==> src/core/sbc_defs.svh <==
// Purpose: Offsets, field positions, reset values and counts of the standby controller.
// Assumes: Included by bare name from the package and the design files.
// Notes: Definitions only.
`ifndef SBC_DEFS_SVH
`define SBC_DEFS_SVH
// ****************************************
// Register map
// ****************************************
`define SBC_OSC_STAB_STATUS_ADDR 16'hFFA3
`define SBC_OSC_STAB_WAIT_SELECT_ADDR 16'hFFA4
`define SBC_OSC_STAB_STATUS_RST 8'h00
`define SBC_OSC_STAB_WAIT_SELECT_RST 8'h05
`define SBC_WAIT_SEL_MSB 2
`define SBC_STATUS_FLAGS_MSB 4
`define SBC_MAIN_OSC_DISABLE_BIT 7
// ****************************************
// Stabilisation thresholds in fx cycles
// ****************************************
`define SBC_CNT_W 17
`define SBC_THR_2P11 17'h00800
`define SBC_THR_2P13 17'h02000
`define SBC_THR_2P14 17'h04000
`define SBC_THR_2P15 17'h08000
`define SBC_THR_2P16 17'h10000
`endif

==> src/core/sbc_pkg.sv <==
// Purpose: Types of the standby controller.
// Assumes: sbc_defs.svh holds the numbers.
// Notes: Mode enum is shared by the core and the bench.
`include "sbc_defs.svh"
package sbc_pkg;
   typedef enum logic [1:0] {
      SBC_RUN = 2'b00,
      SBC_HALT = 2'b01,
      SBC_STOP = 2'b10,
      SBC_WAKE = 2'b11
   } sbc_mode_t;
endpackage

==> src/core/sbc_stab_counter.sv <==
// Purpose: Oscillation stabilisation counter and threshold flags.
// Assumes: fx_tick_i pulses once per crystal cycle, synchronous to mclk_i.
// Notes: Counts only up to the selected threshold, then holds.
`timescale 1ns/1ns
`default_nettype none
`include "sbc_defs.svh"
module sbc_stab_counter (
   input wire logic mclk_i,
   input wire logic rst_b_i,
   input wire logic clear_i,
   input wire logic fx_tick_i,
   input wire logic [2:0] wait_sel_i,
   output logic [4:0] flags_o,
   output logic done_o
);
   import sbc_pkg::*;
   logic [`SBC_CNT_W-1:0] cnt_q;
   logic [`SBC_CNT_W-1:0] lim;

   // Maps a select code to its threshold; illegal codes give the largest.
   function automatic logic [`SBC_CNT_W-1:0] sel_limit(input logic [2:0] s);
      unique case (s)
         3'h1: sel_limit = `SBC_THR_2P11;
         3'h2: sel_limit = `SBC_THR_2P13;
         3'h3: sel_limit = `SBC_THR_2P14;
         3'h4: sel_limit = `SBC_THR_2P15;
         default: sel_limit = `SBC_THR_2P16;
      endcase
   endfunction

   assign lim = sel_limit(wait_sel_i);

   // ****************************************
   // Counter
   // ****************************************
   // Starts from zero on clear, counts fx cycles up to the limit.
   always_ff @(posedge mclk_i or negedge rst_b_i) begin
      if (!rst_b_i) begin
         cnt_q <= '0;
      end else if (clear_i) begin
         cnt_q <= '0;
      end else if (fx_tick_i && cnt_q < lim) begin
         cnt_q <= cnt_q + 1'b1;
      end
   end

   // Flags set in order from the shortest threshold and stick until clear.
   always_ff @(posedge mclk_i or negedge rst_b_i) begin
      if (!rst_b_i) begin
         flags_o <= 5'h00;
         done_o <= 1'b0;
      end else if (clear_i) begin
         flags_o <= 5'h00;
         done_o <= 1'b0;
      end else begin
         flags_o <= flags_o | {cnt_q >= `SBC_THR_2P11, cnt_q >= `SBC_THR_2P13,
            cnt_q >= `SBC_THR_2P14, cnt_q >= `SBC_THR_2P15,
            cnt_q >= `SBC_THR_2P16};
         done_o <= cnt_q >= lim;
      end
   end

   // ****************************************
   // Checks
   // ****************************************
   // Flags rise in order and stick, and the count follows the qualified ticks only.
   property p_flag_order;
      @(posedge mclk_i) disable iff (!rst_b_i)
      flags_o[0] |-> &flags_o[4:1];
   endproperty
   a_flag_order: assert property (p_flag_order) else $error("flags not in order");
   property p_cap;
      @(posedge mclk_i) disable iff (!rst_b_i)
      cnt_q <= lim;
   endproperty
   a_cap: assert property (p_cap) else $error("counter passed limit");
   property p_sticky;
      @(posedge mclk_i) disable iff (!rst_b_i)
      !clear_i |=> (flags_o & $past(flags_o)) == $past(flags_o);
   endproperty
   a_sticky: assert property (p_sticky) else $error("flag fell without clear");
   property p_clear;
      @(posedge mclk_i) disable iff (!rst_b_i)
      clear_i |=> cnt_q == 17'h00000 && flags_o == 5'h00;
   endproperty
   a_clear: assert property (p_clear) else $error("clear did not restart count");
   property p_step;
      @(posedge mclk_i) disable iff (!rst_b_i)
      fx_tick_i && !clear_i && cnt_q < lim |=> cnt_q == $past(cnt_q) + 17'h00001;
   endproperty
   a_step: assert property (p_step) else $error("count missed a tick");
   property p_no_tick;
      @(posedge mclk_i) disable iff (!rst_b_i)
      !fx_tick_i && !clear_i |=> cnt_q == $past(cnt_q);
   endproperty
   a_no_tick: assert property (p_no_tick) else $error("count moved without tick");
endmodule
`default_nettype wire

==> src/core/sbc_standby_ctrl.sv <==
// Purpose: HALT and STOP standby control with oscillation stabilisation wait.
// Assumes: CPU strobes are one-cycle pulses; crystal_run_i marks real oscillation.
// Notes: Register access uses the CPU's internal address, data and strobes.
`timescale 1ns/1ns
`default_nettype none
`include "sbc_defs.svh"
module sbc_standby_ctrl (
   input wire logic mclk_i,
   input wire logic rst_b_i,
   input wire logic halt_exec_i,
   input wire logic stop_exec_i,
   input wire logic irq_req_i,
   input wire logic cpu_on_crystal_i,
   input wire logic crystal_run_i,
   input wire logic fx_tick_i,
   input wire logic main_osc_disable_i,
   input wire logic [15:0] addr_i,
   input wire logic [7:0] wdata_i,
   input wire logic wr_i,
   input wire logic byte_acc_i,
   input wire logic rd_i,
   output logic [7:0] rdata_o,
   output logic cpu_clk_en_o,
   output logic crystal_osc_en_o,
   output logic int_hs_osc_en_o,
   output logic state_hold_o,
   output var sbc_pkg::sbc_mode_t mode_o
);
   import sbc_pkg::*;
   sbc_mode_t mode_q;
   logic [7:0] wait_sel_q;
   logic [4:0] flags;
   logic done;
   logic clr;
   logic osc_run;

   // True while the main oscillators must be off: in STOP, or as STOP is taken.
   // Both oscillator enables use it, so they can never disagree.
   function automatic logic osc_stopped(input sbc_mode_t m, input logic stop);
      osc_stopped = m == SBC_STOP || (m == SBC_RUN && stop);
   endfunction

   // ****************************************
   // Mode sequencing
   // ****************************************
   // HALT and STOP leave on an interrupt; a crystal CPU leaving STOP waits out the time.
   always_ff @(posedge mclk_i or negedge rst_b_i) begin
      if (!rst_b_i) begin
         mode_q <= SBC_RUN;
      end else begin
         unique case (mode_q)
            SBC_RUN: begin
               if (stop_exec_i) mode_q <= SBC_STOP;
               else if (halt_exec_i) mode_q <= SBC_HALT;
            end
            SBC_HALT: if (irq_req_i) mode_q <= SBC_RUN;
            SBC_STOP: if (irq_req_i) mode_q <= cpu_on_crystal_i ? SBC_WAKE : SBC_RUN;
            SBC_WAKE: if (done) mode_q <= SBC_RUN;
         endcase
      end
   end

   // Clock and hold outputs derived from the current mode, the standby strobes and the interrupt request, registered.
   always_ff @(posedge mclk_i or negedge rst_b_i) begin
      if (!rst_b_i) begin
         cpu_clk_en_o <= 1'b1;
         crystal_osc_en_o <= 1'b1;
         int_hs_osc_en_o <= 1'b1;
         state_hold_o <= 1'b0;
         mode_o <= SBC_RUN;
      end else begin
         cpu_clk_en_o <= (mode_q == SBC_RUN) && !halt_exec_i && !stop_exec_i;
         crystal_osc_en_o <= !osc_stopped(mode_q, stop_exec_i) || irq_req_i;
         int_hs_osc_en_o <= !osc_stopped(mode_q, stop_exec_i) || irq_req_i;
         state_hold_o <= mode_q != SBC_RUN || halt_exec_i || stop_exec_i;
         mode_o <= mode_q;
      end
   end

   // ****************************************
   // Registers
   // ****************************************
   // Select register takes byte writes only.
   always_ff @(posedge mclk_i or negedge rst_b_i) begin
      if (!rst_b_i) begin
         wait_sel_q <= `SBC_OSC_STAB_WAIT_SELECT_RST;
      end else if (wr_i && byte_acc_i && addr_i == `SBC_OSC_STAB_WAIT_SELECT_ADDR) begin
         wait_sel_q <= {5'h00, wdata_i[`SBC_WAIT_SEL_MSB:0]};
      end
   end

   // Read data; the status register ignores writes of either width.
   always_ff @(posedge mclk_i or negedge rst_b_i) begin
      if (!rst_b_i) begin
         rdata_o <= 8'h00;
      end else if (rd_i) begin
         if (addr_i == `SBC_OSC_STAB_STATUS_ADDR) rdata_o <= {3'h0, flags};
         else if (addr_i == `SBC_OSC_STAB_WAIT_SELECT_ADDR) rdata_o <= wait_sel_q;
         else rdata_o <= 8'h00;
      end
   end

   assign clr = stop_exec_i || main_osc_disable_i || mode_q == SBC_STOP;
   assign osc_run = fx_tick_i && crystal_run_i;

   sbc_stab_counter u_cnt (
      .mclk_i(mclk_i),
      .rst_b_i(rst_b_i),
      .clear_i(clr),
      .fx_tick_i(osc_run),
      .wait_sel_i(wait_sel_q[2:0]),
      .flags_o(flags),
      .done_o(done)
   );

   // ****************************************
   // Checks
   // ****************************************
   // Clock gating and oscillator enables follow the mode one edge later.
   property p_halt_gate;
      @(posedge mclk_i) disable iff (!rst_b_i)
      mode_q == SBC_HALT |=> !cpu_clk_en_o;
   endproperty
   a_halt_gate: assert property (p_halt_gate) else $error("cpu clock in halt");
   property p_run_clk;
      @(posedge mclk_i) disable iff (!rst_b_i)
      mode_q == SBC_RUN && !halt_exec_i && !stop_exec_i |=> cpu_clk_en_o;
   endproperty
   a_run_clk: assert property (p_run_clk) else $error("cpu clock off in run");
   property p_halt_osc;
      @(posedge mclk_i) disable iff (!rst_b_i)
      mode_q == SBC_HALT |=> crystal_osc_en_o && int_hs_osc_en_o;
   endproperty
   a_halt_osc: assert property (p_halt_osc) else $error("osc off in halt");
   property p_stop_osc;
      @(posedge mclk_i) disable iff (!rst_b_i)
      mode_q == SBC_STOP && !irq_req_i |=> !crystal_osc_en_o && !int_hs_osc_en_o;
   endproperty
   a_stop_osc: assert property (p_stop_osc) else $error("osc on in stop");
   // Release from STOP, straight to run or through the crystal wait.
   property p_stop_exit;
      @(posedge mclk_i) disable iff (!rst_b_i)
      mode_q == SBC_STOP && irq_req_i |=> mode_q != SBC_STOP;
   endproperty
   a_stop_exit: assert property (p_stop_exit) else $error("stop not released");
   property p_stop_int;
      @(posedge mclk_i) disable iff (!rst_b_i)
      mode_q == SBC_STOP && irq_req_i && !cpu_on_crystal_i |=> mode_q == SBC_RUN;
   endproperty
   a_stop_int: assert property (p_stop_int) else $error("internal clock not resumed");
   property p_wake;
      @(posedge mclk_i) disable iff (!rst_b_i)
      mode_q == SBC_WAKE |=> !cpu_clk_en_o;
   endproperty
   a_wake: assert property (p_wake) else $error("cpu ran during wait");
   property p_wake_exit;
      @(posedge mclk_i) disable iff (!rst_b_i)
      mode_q == SBC_WAKE && done |=> mode_q == SBC_RUN;
   endproperty
   a_wake_exit: assert property (p_wake_exit) else $error("wait not ended");
   // State is frozen in standby and free again in run.
   property p_hold;
      @(posedge mclk_i) disable iff (!rst_b_i)
      mode_q != SBC_RUN |=> state_hold_o;
   endproperty
   a_hold: assert property (p_hold) else $error("state not held");
   property p_run_hold;
      @(posedge mclk_i) disable iff (!rst_b_i)
      mode_q == SBC_RUN && !halt_exec_i && !stop_exec_i |=> !state_hold_o;
   endproperty
   a_run_hold: assert property (p_run_hold) else $error("state held in run");
   // Register reads, writes and status clearing.
   property p_ro;
      @(posedge mclk_i) disable iff (!rst_b_i)
      rd_i && addr_i == `SBC_OSC_STAB_STATUS_ADDR |=> rdata_o[7:5] == 3'h0;
   endproperty
   a_ro: assert property (p_ro) else $error("status high bits set");
   property p_rd_status;
      @(posedge mclk_i) disable iff (!rst_b_i)
      rd_i && addr_i == `SBC_OSC_STAB_STATUS_ADDR |=> rdata_o == {3'h0, $past(flags)};
   endproperty
   a_rd_status: assert property (p_rd_status) else $error("status read wrong");
   property p_clr;
      @(posedge mclk_i) disable iff (!rst_b_i)
      stop_exec_i |=> ##1 flags == 5'h00;
   endproperty
   a_clr: assert property (p_clr) else $error("status not cleared");
   property p_dis_clr;
      @(posedge mclk_i) disable iff (!rst_b_i)
      main_osc_disable_i |=> flags == 5'h00;
   endproperty
   a_dis_clr: assert property (p_dis_clr) else $error("status kept on disable");
   property p_wr;
      @(posedge mclk_i) disable iff (!rst_b_i)
      wr_i && !byte_acc_i |=> $stable(wait_sel_q);
   endproperty
   a_wr: assert property (p_wr) else $error("bit write changed select");
   property p_wr_sel;
      @(posedge mclk_i) disable iff (!rst_b_i)
      wr_i && byte_acc_i && addr_i == `SBC_OSC_STAB_WAIT_SELECT_ADDR
         |=> wait_sel_q == ($past(wdata_i) & 8'h07);
   endproperty
   a_wr_sel: assert property (p_wr_sel) else $error("byte write lost");
   // Main scenarios worth seeing at least once.
   c_halt: cover property (@(posedge mclk_i) mode_q == SBC_HALT ##1 mode_q == SBC_RUN);
   c_wake: cover property (@(posedge mclk_i) mode_q == SBC_WAKE ##1 mode_q == SBC_RUN);
   c_poll: cover property (@(posedge mclk_i) mode_q == SBC_RUN && flags[4]);
   c_stop_int: cover property (@(posedge mclk_i)
      mode_q == SBC_STOP && irq_req_i && !cpu_on_crystal_i);
endmodule
`default_nettype wire

==> config.mk <==
export PLATFORM = sky130hd
export DESIGN_NAME = sbc_standby_ctrl
export DESIGN_NICKNAME = d
export VERILOG_FILES = /design/src/core/sbc_pkg.sv /design/src/core/sbc_stab_counter.sv /design/src/core/sbc_standby_ctrl.sv
export VERILOG_INCLUDE_DIRS = /design/src /design/src/core
export SDC_FILE = /design/constraint.sdc
export NUM_CORES = 1
export LEC_CHECK = 0
export ABC_AREA = 1
export BUFFER_PORTS_ARGS = -buffer_cell sky130_fd_sc_hd__buf_2
export CAP_MARGIN = 20
export CORE_UTILIZATION = 35
export DETAILED_ROUTE_END_ITERATION = 8
export MAX_ROUTING_LAYER = met4
export PLACE_DENSITY = 0.52
export SYNTH_ARGS = -nofsm -noshare
export SYNTH_HDL_FRONTEND = slang
export SYNTH_SLANG_ARGS = --single-unit
==> constraint.sdc <==
create_clock -name mclk_i -period 2.68 [get_ports mclk_i]
set_input_delay 0.536 -clock mclk_i [delete_from_list [all_inputs] [get_ports mclk_i]]
set_output_delay 0.536 -clock mclk_i [all_outputs]
set_load 0.02 [all_outputs]
==> results_dict.tcl <==
set metrics [dict create \
    cp_max_fo 13 \
    ys_types 32 \
    multi_input_area_um2 1140 \
    vias 2031 \
    maxCapViolCount 0 \
    netlist_area_um2 2290 \
    yosys_warnings 0 \
    critPathRequiredTime_ps 2870 \
    ys_seq_elements 38 \
    netlist_instances 317 \
    outcome "complete, no violations" \
    seq_area_frac_synth_pct 41.7 \
    holdCritPathClass "in2async" \
    cts_buffer_depth 2 \
    drt_iter0_markers 58 \
    hold_viol_final 0 \
    fillCellCount 671 \
    r2r-end "u_cnt.cnt_q[6]$_DFFE_PN0P_" \
    port_buffers 41 \
    area_growth_pct 16.5 \
    rsz0062_at_grt "no" \
    antennaDiodeCount 0 \
    tightestPinTransition_ps 848 \
    die_w_um 83.0 \
    die_y_um 83.0 \
    wl_per_cell_um 11.6 \
    worstSetupStartpointType "flop" \
    core_area_um2 6350 \
    place_hpwl_mm 3.71 \
    vias_per_cell 4.65 \
    period_share_pct 86.1 \
    postCtsSetupBuffers 0 \
    start_util_pct 36.1 \
    total_power_mw 1.49 \
    postSynthAreaPerCell_um2 7.23 \
    final_antenna_net_count 0 \
    dieArea_um2 6880 \
    reg2reg_from "wait_sel_q[0]$_DFFE_PN1P_" \
    antenna_found_initial 0 \
    cts_tree "done" \
    clk_pin_slew_ps 80 \
    cts.htree.levels 2 \
    cts-resized-gates 0 \
    layout.area.seq_um2 956 \
    root_buffer "clkbuf_8" \
    finalCriticalPeriod_ps 2310 \
    setup_viol 0 \
    gr-usage-all-layers_pct 16.7 \
    max_clock_freq_mhz 433 \
    drc 0 \
    worstPathArrival_ps 2490 \
    clock_latency_ps 290 \
    grt_pass1_wl_mm 9.10 \
    finalMaxSlewViolations 0 \
    pin_count 50 \
    ctsHoldBuffers 0 \
    rows 29 \
    clock_skew_ps 6.99 \
    reg2reg_depth 12 \
    reg2reg_slack_ps 370 \
    postLayoutCoreUtil_pct 42.1 \
    routed_wirelength_mm 5.07 \
    p_per_area_nw_per_um2 558 \
    criticalPathCategory "reg2reg" \
    vdd_drop_max_mv 0.349 \
    grt_pass1_vias 2005 \
    cts_buffers 5 \
    cts.sinks 38 \
    grt_overflow_total 0 \
    gp_congestion 0.840 \
    end_kind "flop" \
    fin_nets 402 \
    drive_gt1_share_pct 17.5 \
    max_slew_margin_pct 43.5 \
    p_leak_nw 1.38 \
    drtPass1Iterations 4 \
    fin_tns_setup_ps 0 \
    grt_max_degree 39 \
]
## stage by stage
step	setup WS (ps)	hold slack, ps	cells	cell area, um^2
after floorplan	756	240	319	2300
after global placement	347	415	429	2530
after detailed placement	341	414	429	2530
after CTS	328	389	437	2670
after global routing	101	424	437	2670
final	373	347	437	2670
## critical path, stage by stage, from the launching register on
cell      delay, ps
dfstp_2         580
inv_1            60
nor3_1          230
nand3b_1        160
ha_1            240
nand2_1          80
inv_1            50
nand2_1         110
nand4_4         140
nand2_2         240
inv_2           160
nand2_1          90
nand2_1          50
## where the power goes
part / internal [mW] / switching [mW]
combinational: 0.0830 / 0.168
clock: 0.373 / 0.222
sequential: 0.621 / 0.0250
total: 1.08 / 0.415
## routing by layer
metal  global-route usage (%)  vias up  wire, um
met2                     26.8       47      2370
met5                        -        -         0
met3                     3.78        7       246
met4                     6.11        0        65
li1                         -     1081         -
met1                     20.8      896      2380
## layout by cell type, fill, tap and decap left out, drive strengths merged
| master | synthesis | layout |
|---|---|---|
| bufinv | 0 | 2 |
| o21ai | 7 | 7 |
| o41ai | 1 | 1 |
| clkinv | 0 | 1 |
| a31oi | 2 | 2 |
| nand2 | 111 | 111 |
| a21oi | 5 | 5 |
| dfrtp | 34 | 34 |
| buf | 9 | 42 |
| nor2 | 47 | 47 |
| xor2 | 7 | 7 |
| inv | 32 | 32 |
| o31ai | 1 | 1 |
| nand3b | 2 | 2 |
| o21a | 1 | 1 |
| dfstp | 4 | 4 |
| nor3 | 4 | 4 |
| or2 | 2 | 2 |
| mux2i | 1 | 1 |
| nand4 | 7 | 7 |
| conb | 1 | 3 |
| ha | 7 | 7 |
| clkbuf | 0 | 5 |
| o21bai | 1 | 1 |
| nand3 | 30 | 30 |
| and2 | 1 | 1 |
## kinds of logic after synthesis
logic type,synth area share [%]
and+or+nand+nor,38.0
buffers and inverters,8.73
DFF,41.7
AOI/OAI and AO/OA,4.53
adders and majority gates,3.82
xor gates and xnor gates,2.67
other,0.164
muxes,0.436
## registers in the layout, indices dropped and copies added (netlist names)
name	cells
mode_o	2
wait_sel_q	3
u_cnt.flags_o	5
rdata_o	5
u_cnt.done_o	1
cpu_clk_en_o	1
u_cnt.cnt_q	17
int_hs_osc_en_o	1
mode_q	2
state_hold_o	1
## synth_stat cells, drive strengths merged
master,number,area share (%)
o21a,1,0.33
xor2,7,2.7
nand3,30,6.5
mux2i,1,0.44
o41ai,1,0.38
nor3,4,0.87
conb,1,0.16
ha,7,3.8
o31ai,1,0.33
nand4,7,2.6
nand3b,2,0.65
nor2,47,8.1
dfrtp,34,37
inv,32,5.5
a31oi,2,0.55
or2,2,0.55
and2,1,0.27
dfstp,4,4.6
o21ai,7,1.5
o21bai,1,0.33
a21oi,5,1.1
buf,9,3.3
nand2,111,18
## how the worst max path moves through the flow
stage	start	to
after floorplan	wait_sel_q[0]$_DFFE_PN1P_	u_cnt.cnt_q[5]$_DFFE_PN0P_
after global placement	wait_sel_q[0]$_DFFE_PN1P_	u_cnt.cnt_q[2]$_DFFE_PN0P_
after detailed placement	wait_sel_q[0]$_DFFE_PN1P_	u_cnt.cnt_q[9]$_DFFE_PN0P_
after CTS	wait_sel_q[0]$_DFFE_PN1P_	u_cnt.cnt_q[9]$_DFFE_PN0P_
after global routing	wait_sel_q[0]$_DFFE_PN1P_	u_cnt.cnt_q[5]$_DFFE_PN0P_
final	wait_sel_q[0]$_DFFE_PN1P_	u_cnt.cnt_q[6]$_DFFE_PN0P_
## cell type report
cell class                 instances  area share (%)
tap                               77            3.60
inverter                          32            4.68
multi-input combinational        240            42.8
clock buffer                       5            2.57
timing repair buffer              42            7.96
clock inverter                     3            2.57
sequential                        38            35.8
No activity file was read; power rests on OpenSTA's default activity.
